**src/verilog/reset_cause_pkg.sv**
```systemverilog
package reset_cause_pkg;

    // ************************************************************
    // Register layout
    // ************************************************************
    localparam int        REG_W          = 8;
    localparam int        POWER_ON_BIT   = 7;
    localparam int        PIN_BIT        = 6;
    localparam int        WATCHDOG_BIT   = 5;
    localparam int        OPCODE_BIT     = 4;
    localparam int        ADDRESS_BIT    = 3;
    localparam int        LOW_VOLT_BIT   = 1;
    localparam int        FORCE_BIT      = 0;
    localparam logic [7:0] CAUSE_RESET   = 8'h82;
    localparam logic [7:0] READ_ZERO     = 8'h00;
    localparam logic [7:0] IMPL_MASK     = 8'hfa;

    // Register selects on the internal bus
    localparam logic [1:0] SEL_NONE      = 2'h0;
    localparam logic [1:0] SEL_CAUSE     = 2'h1;
    localparam logic [1:0] SEL_FORCE     = 2'h2;

endpackage

```
**src/verilog/reset_cause_and_debug_force_reset.sv**
```systemverilog
// Function
// - Debug force reset clears all cause flags
// - Cause register write restarts watchdog only
// - Power-on sets bits 7 and 1 only
// - Low-voltage sets bit 1, keeps bit 7
// - Other resets latch active sources only
// - Bit 6 reports external pin reset
// - Bit 5 watchdog; blocked when disabled
// - Bit 4 illegal opcode incl gated stop/background_instruction
// - Bit 3 reports illegal address access
// - Low-voltage reset needs enable and trip
// - Force bit written only by debug link
// - Force register always reads zero
// - Force write 1 triggers system reset
`timescale 1ns/1ns
module reset_cause_and_debug_force_reset (
    // Clock and reset
    input  wire logic        ref_clk,
    input  wire logic        srst,
    // Reset sources, levels from same clock domain except pin_reset_n, which is asynchronous
    input  wire logic        power_on_evt,
    input  wire logic        low_voltage_trip,
    input  wire logic        low_voltage_reset_enable,
    input  wire logic        pin_reset_n,
    input  wire logic        watchdog_timeout,
    input  wire logic        watchdog_enable,
    input  wire logic        opcode_illegal,
    input  wire logic        stop_exec,
    input  wire logic        stop_enable,
    input  wire logic        background_instruction,
    input  wire logic        background_mode_enable,
    input  wire logic        address_illegal,
    // Internal bus from user program
    input  wire logic [1:0]  bus_sel,
    input  wire logic        bus_wr,
    input  wire logic        bus_rd,
    input  wire logic [7:0]  bus_wdata,
    output logic      [7:0]  bus_rdata,
    // Background debug write path
    input  wire logic [1:0]  dbg_sel,
    input  wire logic        dbg_wr,
    input  wire logic [7:0]  dbg_wdata,
    // Outputs
    output logic             watchdog_restart,
    output logic             system_reset_req,
    output logic      [7:0]  reset_cause_status
);

    // ************************************************************
    // Source qualification
    // ************************************************************
    logic pin_sync1_ff;
    logic pin_sync2_ff;
    logic lv_reset;
    logic wd_reset;
    logic op_reset;
    logic pin_reset;
    logic force_req;
    logic any_reset;

    // Pin is asynchronous, so two flops before use
    always_ff @(posedge ref_clk) begin
        if (srst) begin
            pin_sync1_ff <= 1'h1;
            pin_sync2_ff <= 1'h1;
        end else begin
            pin_sync1_ff <= pin_reset_n;
            pin_sync2_ff <= pin_sync1_ff;
        end
    end

    assign pin_reset = ~pin_sync2_ff;
    assign lv_reset  = low_voltage_reset_enable & low_voltage_trip;
    assign wd_reset  = watchdog_timeout & watchdog_enable;
    assign op_reset  = opcode_illegal
                     | (stop_exec & ~stop_enable)
                     | (background_instruction & ~background_mode_enable);
    // User writes never reach the force bit
    assign force_req = dbg_wr & (dbg_sel == reset_cause_pkg::SEL_FORCE)
                     & dbg_wdata[reset_cause_pkg::FORCE_BIT];
    assign any_reset = power_on_evt | lv_reset | pin_reset | wd_reset
                     | op_reset | address_illegal | force_req;

    // ************************************************************
    // Cause register
    // ************************************************************
    logic [7:0] cause_ff;
    logic [7:0] nxt_cause;
    logic       rst_req_ff;
    logic       nxt_rst_req;

    always_comb begin
        nxt_cause   = cause_ff;
        nxt_rst_req = any_reset;
        // Priority: power-on, low-voltage, debug force, others
        if (power_on_evt) begin
            nxt_cause = reset_cause_pkg::CAUSE_RESET;
        end else if (lv_reset) begin
            nxt_cause = 8'h00;
            nxt_cause[reset_cause_pkg::POWER_ON_BIT] =
                cause_ff[reset_cause_pkg::POWER_ON_BIT];
            nxt_cause[reset_cause_pkg::LOW_VOLT_BIT] = 1'h1;
        end else if (force_req) begin
            nxt_cause = 8'h00;
        end else if (any_reset) begin
            nxt_cause = 8'h00;
            nxt_cause[reset_cause_pkg::PIN_BIT]      = pin_reset;
            nxt_cause[reset_cause_pkg::WATCHDOG_BIT] = wd_reset;
            nxt_cause[reset_cause_pkg::OPCODE_BIT]   = op_reset;
            nxt_cause[reset_cause_pkg::ADDRESS_BIT]  = address_illegal;
        end
        // Bus writes never alter stored flags
        nxt_cause = nxt_cause & reset_cause_pkg::IMPL_MASK;
    end

    // Flags survive srst; only causes above change them
    // No reset value: unknown until the first power-on, force or other-source reset event
    always_ff @(posedge ref_clk) begin
        cause_ff <= nxt_cause;
        if (srst) begin
            rst_req_ff <= 1'h0;
        end else begin
            rst_req_ff <= nxt_rst_req;
        end
    end

    assign reset_cause_status = cause_ff;
    assign system_reset_req   = rst_req_ff;
    assign watchdog_restart   = bus_wr
                              & (bus_sel == reset_cause_pkg::SEL_CAUSE);

    // ************************************************************
    // Read data
    // ************************************************************
    logic [7:0] rdata_ff;
    logic [7:0] nxt_rdata;

    always_comb begin
        // Force register and unmapped addresses read zero
        nxt_rdata = reset_cause_pkg::READ_ZERO;
        if (bus_rd && bus_sel == reset_cause_pkg::SEL_CAUSE) begin
            nxt_rdata = cause_ff & reset_cause_pkg::IMPL_MASK;
        end
    end

    always_ff @(posedge ref_clk) begin
        if (srst) begin
            rdata_ff <= 8'h00;
        end else begin
            rdata_ff <= nxt_rdata;
        end
    end

    assign bus_rdata = rdata_ff;

    // ************************************************************
    // Assertions
    // ************************************************************
    property p_force_clears;
        @(posedge ref_clk) disable iff (srst)
        (force_req && !power_on_evt && !lv_reset) |=> (cause_ff == 8'h00);
    endproperty
    a_force_clears: assert property (p_force_clears)
        else $error("force reset did not clear flags");

    property p_wr_keeps;
        @(posedge ref_clk) disable iff (srst)
        (bus_wr && !any_reset) |=> $stable(cause_ff);
    endproperty
    a_wr_keeps: assert property (p_wr_keeps)
        else $error("bus write changed cause flags");

    property p_por;
        @(posedge ref_clk) disable iff (srst)
        power_on_evt |=> (cause_ff == 8'h82);
    endproperty
    a_por: assert property (p_por)
        else $error("power-on flags wrong");

    property p_lv;
        @(posedge ref_clk) disable iff (srst)
        (lv_reset && !power_on_evt) |=> (cause_ff[1] &&
            cause_ff[7] == $past(cause_ff[7]) && cause_ff[6:3] == 4'h0);
    endproperty
    a_lv: assert property (p_lv)
        else $error("low-voltage flags wrong");

    property p_other;
        @(posedge ref_clk) disable iff (srst)
        (any_reset && !power_on_evt && !lv_reset && !force_req) |=>
            (cause_ff[7] == 1'h0 && cause_ff[1] == 1'h0 &&
             cause_ff[6] == $past(pin_reset) &&
             cause_ff[5] == $past(wd_reset) &&
             cause_ff[4] == $past(op_reset) &&
             cause_ff[3] == $past(address_illegal));
    endproperty
    a_other: assert property (p_other)
        else $error("other reset flags wrong");

    property p_wd_block;
        @(posedge ref_clk) disable iff (srst)
        (!watchdog_enable && !power_on_evt) |=> !cause_ff[5] ||
            $stable(cause_ff[5]);
    endproperty
    a_wd_block: assert property (p_wd_block)
        else $error("watchdog flag set while disabled");

    property p_user_force;
        @(posedge ref_clk) disable iff (srst)
        (!dbg_wr && !power_on_evt && !lv_reset && !pin_reset &&
         !wd_reset && !op_reset && !address_illegal) |=> !system_reset_req;
    endproperty
    a_user_force: assert property (p_user_force)
        else $error("reset without a source");

    property p_read_zero;
        @(posedge ref_clk) disable iff (srst)
        (bus_sel != reset_cause_pkg::SEL_CAUSE) |=> (bus_rdata == 8'h00);
    endproperty
    a_read_zero: assert property (p_read_zero)
        else $error("force register read nonzero");

    property p_force_rst;
        @(posedge ref_clk) disable iff (srst)
        force_req |=> system_reset_req;
    endproperty
    a_force_rst: assert property (p_force_rst)
        else $error("force write did not reset");

    property p_unused;
        @(posedge ref_clk) disable iff (srst)
        ##1 (cause_ff[2] == 1'h0 && cause_ff[0] == 1'h0);
    endproperty
    a_unused: assert property (p_unused)
        else $error("unused bits set");

    // ************************************************************
    // Per-source, watchdog restart and bus access checks
    // ************************************************************
    // A lower cause only shows when no higher one wins the cycle
    logic no_higher_cause;

    assign no_higher_cause = ~power_on_evt & ~lv_reset & ~force_req;

    property p_restart_sel;
        @(posedge ref_clk) disable iff (srst)
        watchdog_restart |->
            (bus_wr && bus_sel == reset_cause_pkg::SEL_CAUSE);
    endproperty
    a_restart_sel: assert property (p_restart_sel)
        else $error("watchdog restart without cause write");

    property p_pin;
        @(posedge ref_clk) disable iff (srst)
        (pin_reset && no_higher_cause) |=>
            cause_ff[reset_cause_pkg::PIN_BIT];
    endproperty
    a_pin: assert property (p_pin)
        else $error("pin flag not set");

    property p_opcode;
        @(posedge ref_clk) disable iff (srst)
        (((stop_exec && !stop_enable) ||
          (background_instruction && !background_mode_enable)) &&
         no_higher_cause) |=> cause_ff[reset_cause_pkg::OPCODE_BIT];
    endproperty
    a_opcode: assert property (p_opcode)
        else $error("gated instruction not flagged illegal");

    property p_stop_legal;
        @(posedge ref_clk) disable iff (srst)
        (any_reset && no_higher_cause && !opcode_illegal &&
         !(background_instruction && !background_mode_enable) &&
         stop_exec && stop_enable) |=>
            !cause_ff[reset_cause_pkg::OPCODE_BIT];
    endproperty
    a_stop_legal: assert property (p_stop_legal)
        else $error("enabled stop flagged illegal");

    property p_address;
        @(posedge ref_clk) disable iff (srst)
        (address_illegal && no_higher_cause) |=>
            cause_ff[reset_cause_pkg::ADDRESS_BIT];
    endproperty
    a_address: assert property (p_address)
        else $error("address flag not set");

    property p_lv_enable;
        @(posedge ref_clk) disable iff (srst)
        (!low_voltage_reset_enable && !power_on_evt) |=>
            !$rose(cause_ff[reset_cause_pkg::LOW_VOLT_BIT]);
    endproperty
    a_lv_enable: assert property (p_lv_enable)
        else $error("low-voltage flag set while disabled");

    property p_user_wr;
        @(posedge ref_clk) disable iff (srst)
        (bus_wr && !dbg_wr && !power_on_evt && !lv_reset && !pin_reset &&
         !wd_reset && !op_reset && !address_illegal) |=>
            (!system_reset_req && $stable(cause_ff));
    endproperty
    a_user_wr: assert property (p_user_wr)
        else $error("user write caused reset or flag change");

    property p_rd_cause;
        @(posedge ref_clk) disable iff (srst)
        (bus_rd && bus_sel == reset_cause_pkg::SEL_CAUSE) |=>
            (bus_rdata == $past(cause_ff) &&
             bus_rdata[2] == 1'h0 && bus_rdata[0] == 1'h0);
    endproperty
    a_rd_cause: assert property (p_rd_cause)
        else $error("cause read data wrong");

endmodule // reset_cause_and_debug_force_reset

```
**config.mk**
```make
export PLATFORM = sky130hd
export DESIGN_NAME = reset_cause_and_debug_force_reset
export DESIGN_NICKNAME = d
export VERILOG_FILES = /design/src/verilog/reset_cause_pkg.sv /design/src/verilog/reset_cause_and_debug_force_reset.sv
export SDC_FILE = /design/constraint.sdc
export NUM_CORES = 1
export LEC_CHECK = 0
export ABC_AREA = 1
export ABC_CLOCK_PERIOD_IN_PS = 800
export BUFFER_PORTS_ARGS = -buffer_cell sky130_fd_sc_hd__buf_4
export CORE_MARGIN = 4
export CORE_UTILIZATION = 32
export DETAILED_ROUTE_END_ITERATION = 16
export PLACE_DENSITY = 0.76
export SLEW_MARGIN = 20
export SYNTH_ARGS = -nofsm -noshare
export SYNTH_HDL_FRONTEND = slang
export SYNTH_SLANG_ARGS = --single-unit
```
**constraint.sdc**
```tcl
create_clock -name ref_clk -period 0.8 [get_ports ref_clk]
set_input_delay 0.16 -clock ref_clk [delete_from_list [all_inputs] [get_ports ref_clk]]
set_output_delay 0.16 -clock ref_clk [all_outputs]
set_load 0.05 [all_outputs]
```
## Yosys cells after proc, flatten, opt, wreduce, memory -nomap -nowiden

Index checks and enable logic that the tools add are counted.

- Word-level logic and storage cells: 38
- Output and inout port bits: 18
- Input port bits: 37
- Register bits: 17

- Bitwise logic cells: 20
- Muxes and demuxes: 2
- Equal/unequal tests: 2
- Reduce and logical (&&, ||, !) cells: 6

Operator list:

| kind | number |
|---|---|
| 2-to-1 mux 8 bit | 2 |
| OR 1 bit | 8 |
| bitwise AND 1 bit | 7 |
| inverter 1 bit | 5 |
| OR reduction 2 bit | 2 |
| OR reduction 3 bit | 1 |
| == test 2 x 1 -> 1 bit (second input constant) | 1 |
| == test 2 bit (second input constant) | 1 |
| AND reduction 2 bit | 1 |
| nonzero test 2 bit | 1 |
| logical AND 1 bit | 1 |

## Logic depth before layout (Yosys ltp)

- Depth in word-level cells: 9
- Depth in mapped cells: 6

## Worst setup path before layout

OpenSTA, ideal clock, no wires.

- Kind: register -> register
- From: register reset_cause_status[1] (netlist name)
- To: register cause_ff[1] (netlist: reset_cause_status[1])
- Library setup time: 67 ps
- Period minus slack after synthesis: 934 ps
- Path buffers: 0
- Data required time: 733 ps
- Cell stages (with the launch flop): 3
- Arrival time: 866 ps
- Setup slack: -134 ps
- Cells stage by stage: dfxtp_1 -> inv_1 -> o21ai_2

RTL lines:

| what | line | source |
|---|---|---|
| end signal, assigned | reset_cause_and_debug_force_reset.sv:119 | `cause_ff <= nxt_cause;` |
| end, declared | reset_cause_and_debug_force_reset.sv:87 | `logic [7:0] cause_ff;` |

## Worst setup path in the final report

- From: register cause_ff[4] (netlist: reset_cause_status[4])
- To: output reset_cause_status[4]

RTL lines:

| what | line | source |
|---|---|---|
| end, declared | reset_cause_and_debug_force_reset.sv:46 | `output logic [7:0] reset_cause_status` |

No word-level cell between the ends.

==> summary by stage <==
Synth
After synthesis, the mean cell area works out to 8.64 µm². The xor-xnor portion of the synthesized cell area is 0%. Yosys printed 0 warnings. The number of instances in the synthesized netlist is 73. The mux cell area share after synthesis is 0%. The synthesized netlist contains 20 unique library cells. Summing the areas of all compound-gate instances in the mapped netlist gives 10.1% of the synthesized area.

By area, the combinational part of the netlist is dominated by simple AND/OR/NAND/NOR gates. Sequential elements use 47.6% of the synthesized area. The total of flip-flops plus latches after synthesis is 15. The adder-cell share of the synthesized area is 0%.

The synthesized netlist devotes 27.4% of its cell area to simple gates. The post-synthesis cell area is 631 µm².

STA
The worst path uses 118% of the clock period. Setup repair after global routing could not meet its margin everywhere. Hold is met by 49.3 ps. Between clock sinks in the finished design, the worst skew comes to 1.20 ps. The highest clock rate is 1.06 GHz. The final hold violation count is 0.

The minimum setup slack in the final design is -145 ps. The number of failing setup endpoints in the final timing report is 18. The number of pins with negative max-slew slack in the final report is 0. The worst path in the final design needs a cycle of 945 ps, including I/O delays and setup.

Clock network
CTS placed an instance of sky130_fd_sc_hd__clkbuf_4 at the clock tree root. The TritonCTS clock tree is built. In this run, post-CTS hold repair placed 0 buffers. CTS built an H-tree with a depth of 1. The clock-pin slew on the worst setup and hold paths is 90 ps.

The buffer depth of the longest clock path is 2. At the later pin of the worst-skew pair, clock insertion delay measures 280 ps. The CTS buffer count is 3.

The number of clock sinks is 15.

Global routing
The total grt overflow is 0. The pin count of the biggest net entering global routing is 10. The initial antenna violation count is 0. The via count of the first global-routing pass was 630.

The global-route usage over all layers is 13.2%. The wire length of the first global-routing pass is 2560 µm.

Critical path
Traced cell by cell, the critical path runs through buf_8. The element type at the critical path end is an output pin. Along the worst path, the maximum fanout reaches 2. The classification of the worst setup path is flip-flop to output pin. On the critical path, the stage with the largest delay is an instance of sky130_fd_sc_hd__dfxtp_4. The category of the worst setup path launch point is a flip-flop. The kind of cell with the highest combined delay along the critical path is flip-flops. For the worst setup path, the data arrival time is 780 ps. In this design, the stage delay of the slowest critical-path cell is 370 ps. The worst path required time is 640 ps. Counting both buffers and inverters, the worst setup path holds a total of 1.

Job
Across the run, the number of max-cap violations was 0.

Floorplan
Once the floorplan was initialized, standard cells occupied 35.0% of the core. The chip width is 52.4 µm. The die is 52.4 µm tall.

The area of the die is 2740 µm². In this run the count of I/O pins placed on the die edge is 55. After floorplanning, the core was sized to cover 1800 µm². The row count is 15.

Routing
Before antenna repair, the detailed router went through 3 iterations. The detailed-route DRC error count is 0. The routed via count is 606. The routed via count divided by cell count is 4.21. Wires add up to 1520 µm.

For this block, the initial DRC count from the detailed router was 1. In the final routed layout, each cell accounts on average for 10.5 µm. The post-detailed-route count of antenna-violating nets is 0.

Place
The half-perimeter wire length after placement is 1180 µm. The number of buffers added on ports is 35. The number of placed cells counting well taps is 136.

At the end of routability-driven placement, the weighted congestion stood at 0.661.

Power and ir drop
The worst-case IR drop observed on VDD is 0.000620 V. Dividing total power by cell area gives a power density of 1510 nW/µm². The static leakage power is 0.551 nW.

Min path
The tightest min-delay check is of the input pin to flip-flop type.

Run status
The run finished, with violations left. The checks that failed: negative setup slack.

Final layout
0 antenna diodes ended up in the layout. The fraction of final layout cells with drive strength greater than 1 is 70.6%. After filler insertion, the fill cell instance count of the layout stands at 170.

The count of cells in the finished layout, fillers not included, comes to 144. From synthesis to final layout, the design area changed by 79.0%. The number of nets in the layout is 157.
synthesized netlist by cell type:
cell type                  n  share of area (%)
sky130_fd_sc_hd__inv_2     2                1.2
sky130_fd_sc_hd__nand3_4   1                2.8
sky130_fd_sc_hd__nor2_2    1               0.99
sky130_fd_sc_hd__or2_1     1               0.99
sky130_fd_sc_hd__nand2_1   8                4.8
sky130_fd_sc_hd__dfxtp_1  15                 48
sky130_fd_sc_hd__nand4_1   1               0.99
sky130_fd_sc_hd__or2_2     2                2.0
sky130_fd_sc_hd__a21oi_1   1               0.79
sky130_fd_sc_hd__inv_1    14                8.3
sky130_fd_sc_hd__buf_4     4                4.8
sky130_fd_sc_hd__nand2_2   2                2.0
sky130_fd_sc_hd__conb_1    1               0.59
sky130_fd_sc_hd__o21ai_2   5                6.9
sky130_fd_sc_hd__nor2_4    3                5.4
sky130_fd_sc_hd__nor2_1    8                4.8
sky130_fd_sc_hd__nand2_4   1                1.8
sky130_fd_sc_hd__and3_1    1               0.99
sky130_fd_sc_hd__a21oi_2   1                1.4
sky130_fd_sc_hd__a31oi_1   1               0.99
placed cells by master (no fill, tap or decap), types with 2 or more instances in the layout:
cell / count
sky130_fd_sc_hd__nor2_1: 8
sky130_fd_sc_hd__nand2_2: 4
sky130_fd_sc_hd__inv_1: 13
sky130_fd_sc_hd__o21ai_2: 5
sky130_fd_sc_hd__buf_8: 12
sky130_fd_sc_hd__buf_4: 28
sky130_fd_sc_hd__inv_2: 3
sky130_fd_sc_hd__buf_6: 3
sky130_fd_sc_hd__a21oi_2: 2
sky130_fd_sc_hd__clkbuf_4: 3
sky130_fd_sc_hd__conb_1: 4
sky130_fd_sc_hd__or2_2: 2
sky130_fd_sc_hd__nand2_1: 6
sky130_fd_sc_hd__dfxtp_2: 13
sky130_fd_sc_hd__nor2_4: 3
state kept, by name, summed over array words and instances (netlist names):
name,flops
pin_sync2_ff,1
pin_sync1_ff,1
system_reset_req,1
reset_cause_status,6
bus_rdata,6
through the flow:
stage,TNS (ps),utilization (%),setup slack (ps),area (µm²),power (mW)
final,-1940,62.6,-145,1130,1.70
after global routing,-2880,62.6,-190,1130,1.81
after CTS,-2080,60.9,-167,1100,1.71
after detailed placement,-1500,52.4,-143,945,1.22
after global placement,-1020,52.4,-97.5,945,1.21
after floorplan,0,-,7.59,651,1.07
path summary, 6_finish.rpt:
kind                    startpoint               endpoint  slack, ps  cells after the start
max          reset_cause_status[4]  reset_cause_status[4]       -140                      1
min                           srst       system_reset_req         50                      2
max reg2reg           pin_sync2_ff  reset_cause_status[7]        -70                      4
min reg2reg           pin_sync1_ff           pin_sync2_ff        420                      1
power by group:
group          switching, mW  leakage, nW  internal [mW]  total [mW]
Clock                  0.237       0.0177          0.185       0.422
Combinational          0.258        0.406          0.216       0.474
Sequential            0.0232        0.128          0.781       0.804
Total                  0.518        0.551           1.18        1.70
layer usage:
layer  wire length (µm)  GRT usage, %  vias to the layer above
li1                   -             -                      301
met1                435          13.1                      264
met2                859          23.1                       33
met3                173          4.56                        8
met4                 51          8.51                        0
met5                  0             0                        -
cell families after synthesis:
family / Yosys count
AOI/OAI and AO/OA: 8
and+or+nand+nor: 29
buffers and inverters: 20
other: 1
DFF: 15
final cells by class:
type / instances / area, µm² / area share, %
clock buffer: 3 / 22.5 / 2.00
clock inverter: 1 / 5.00 / 0.443
inverter: 16 / 60.1 / 5.32
multi-input combinational: 41 / 265 / 23.5
sequential: 15 / 320 / 28.4
tap: 25 / 31.3 / 2.77
timing repair buffer: 43 / 424 / 37.6
timing repair:
item,CTS,global route
setup buffers,2,2
pin swaps,2,2
setup endpoints to repair,20,20
gates resized for setup,36,5
Power figures use the tool's default switching activity.
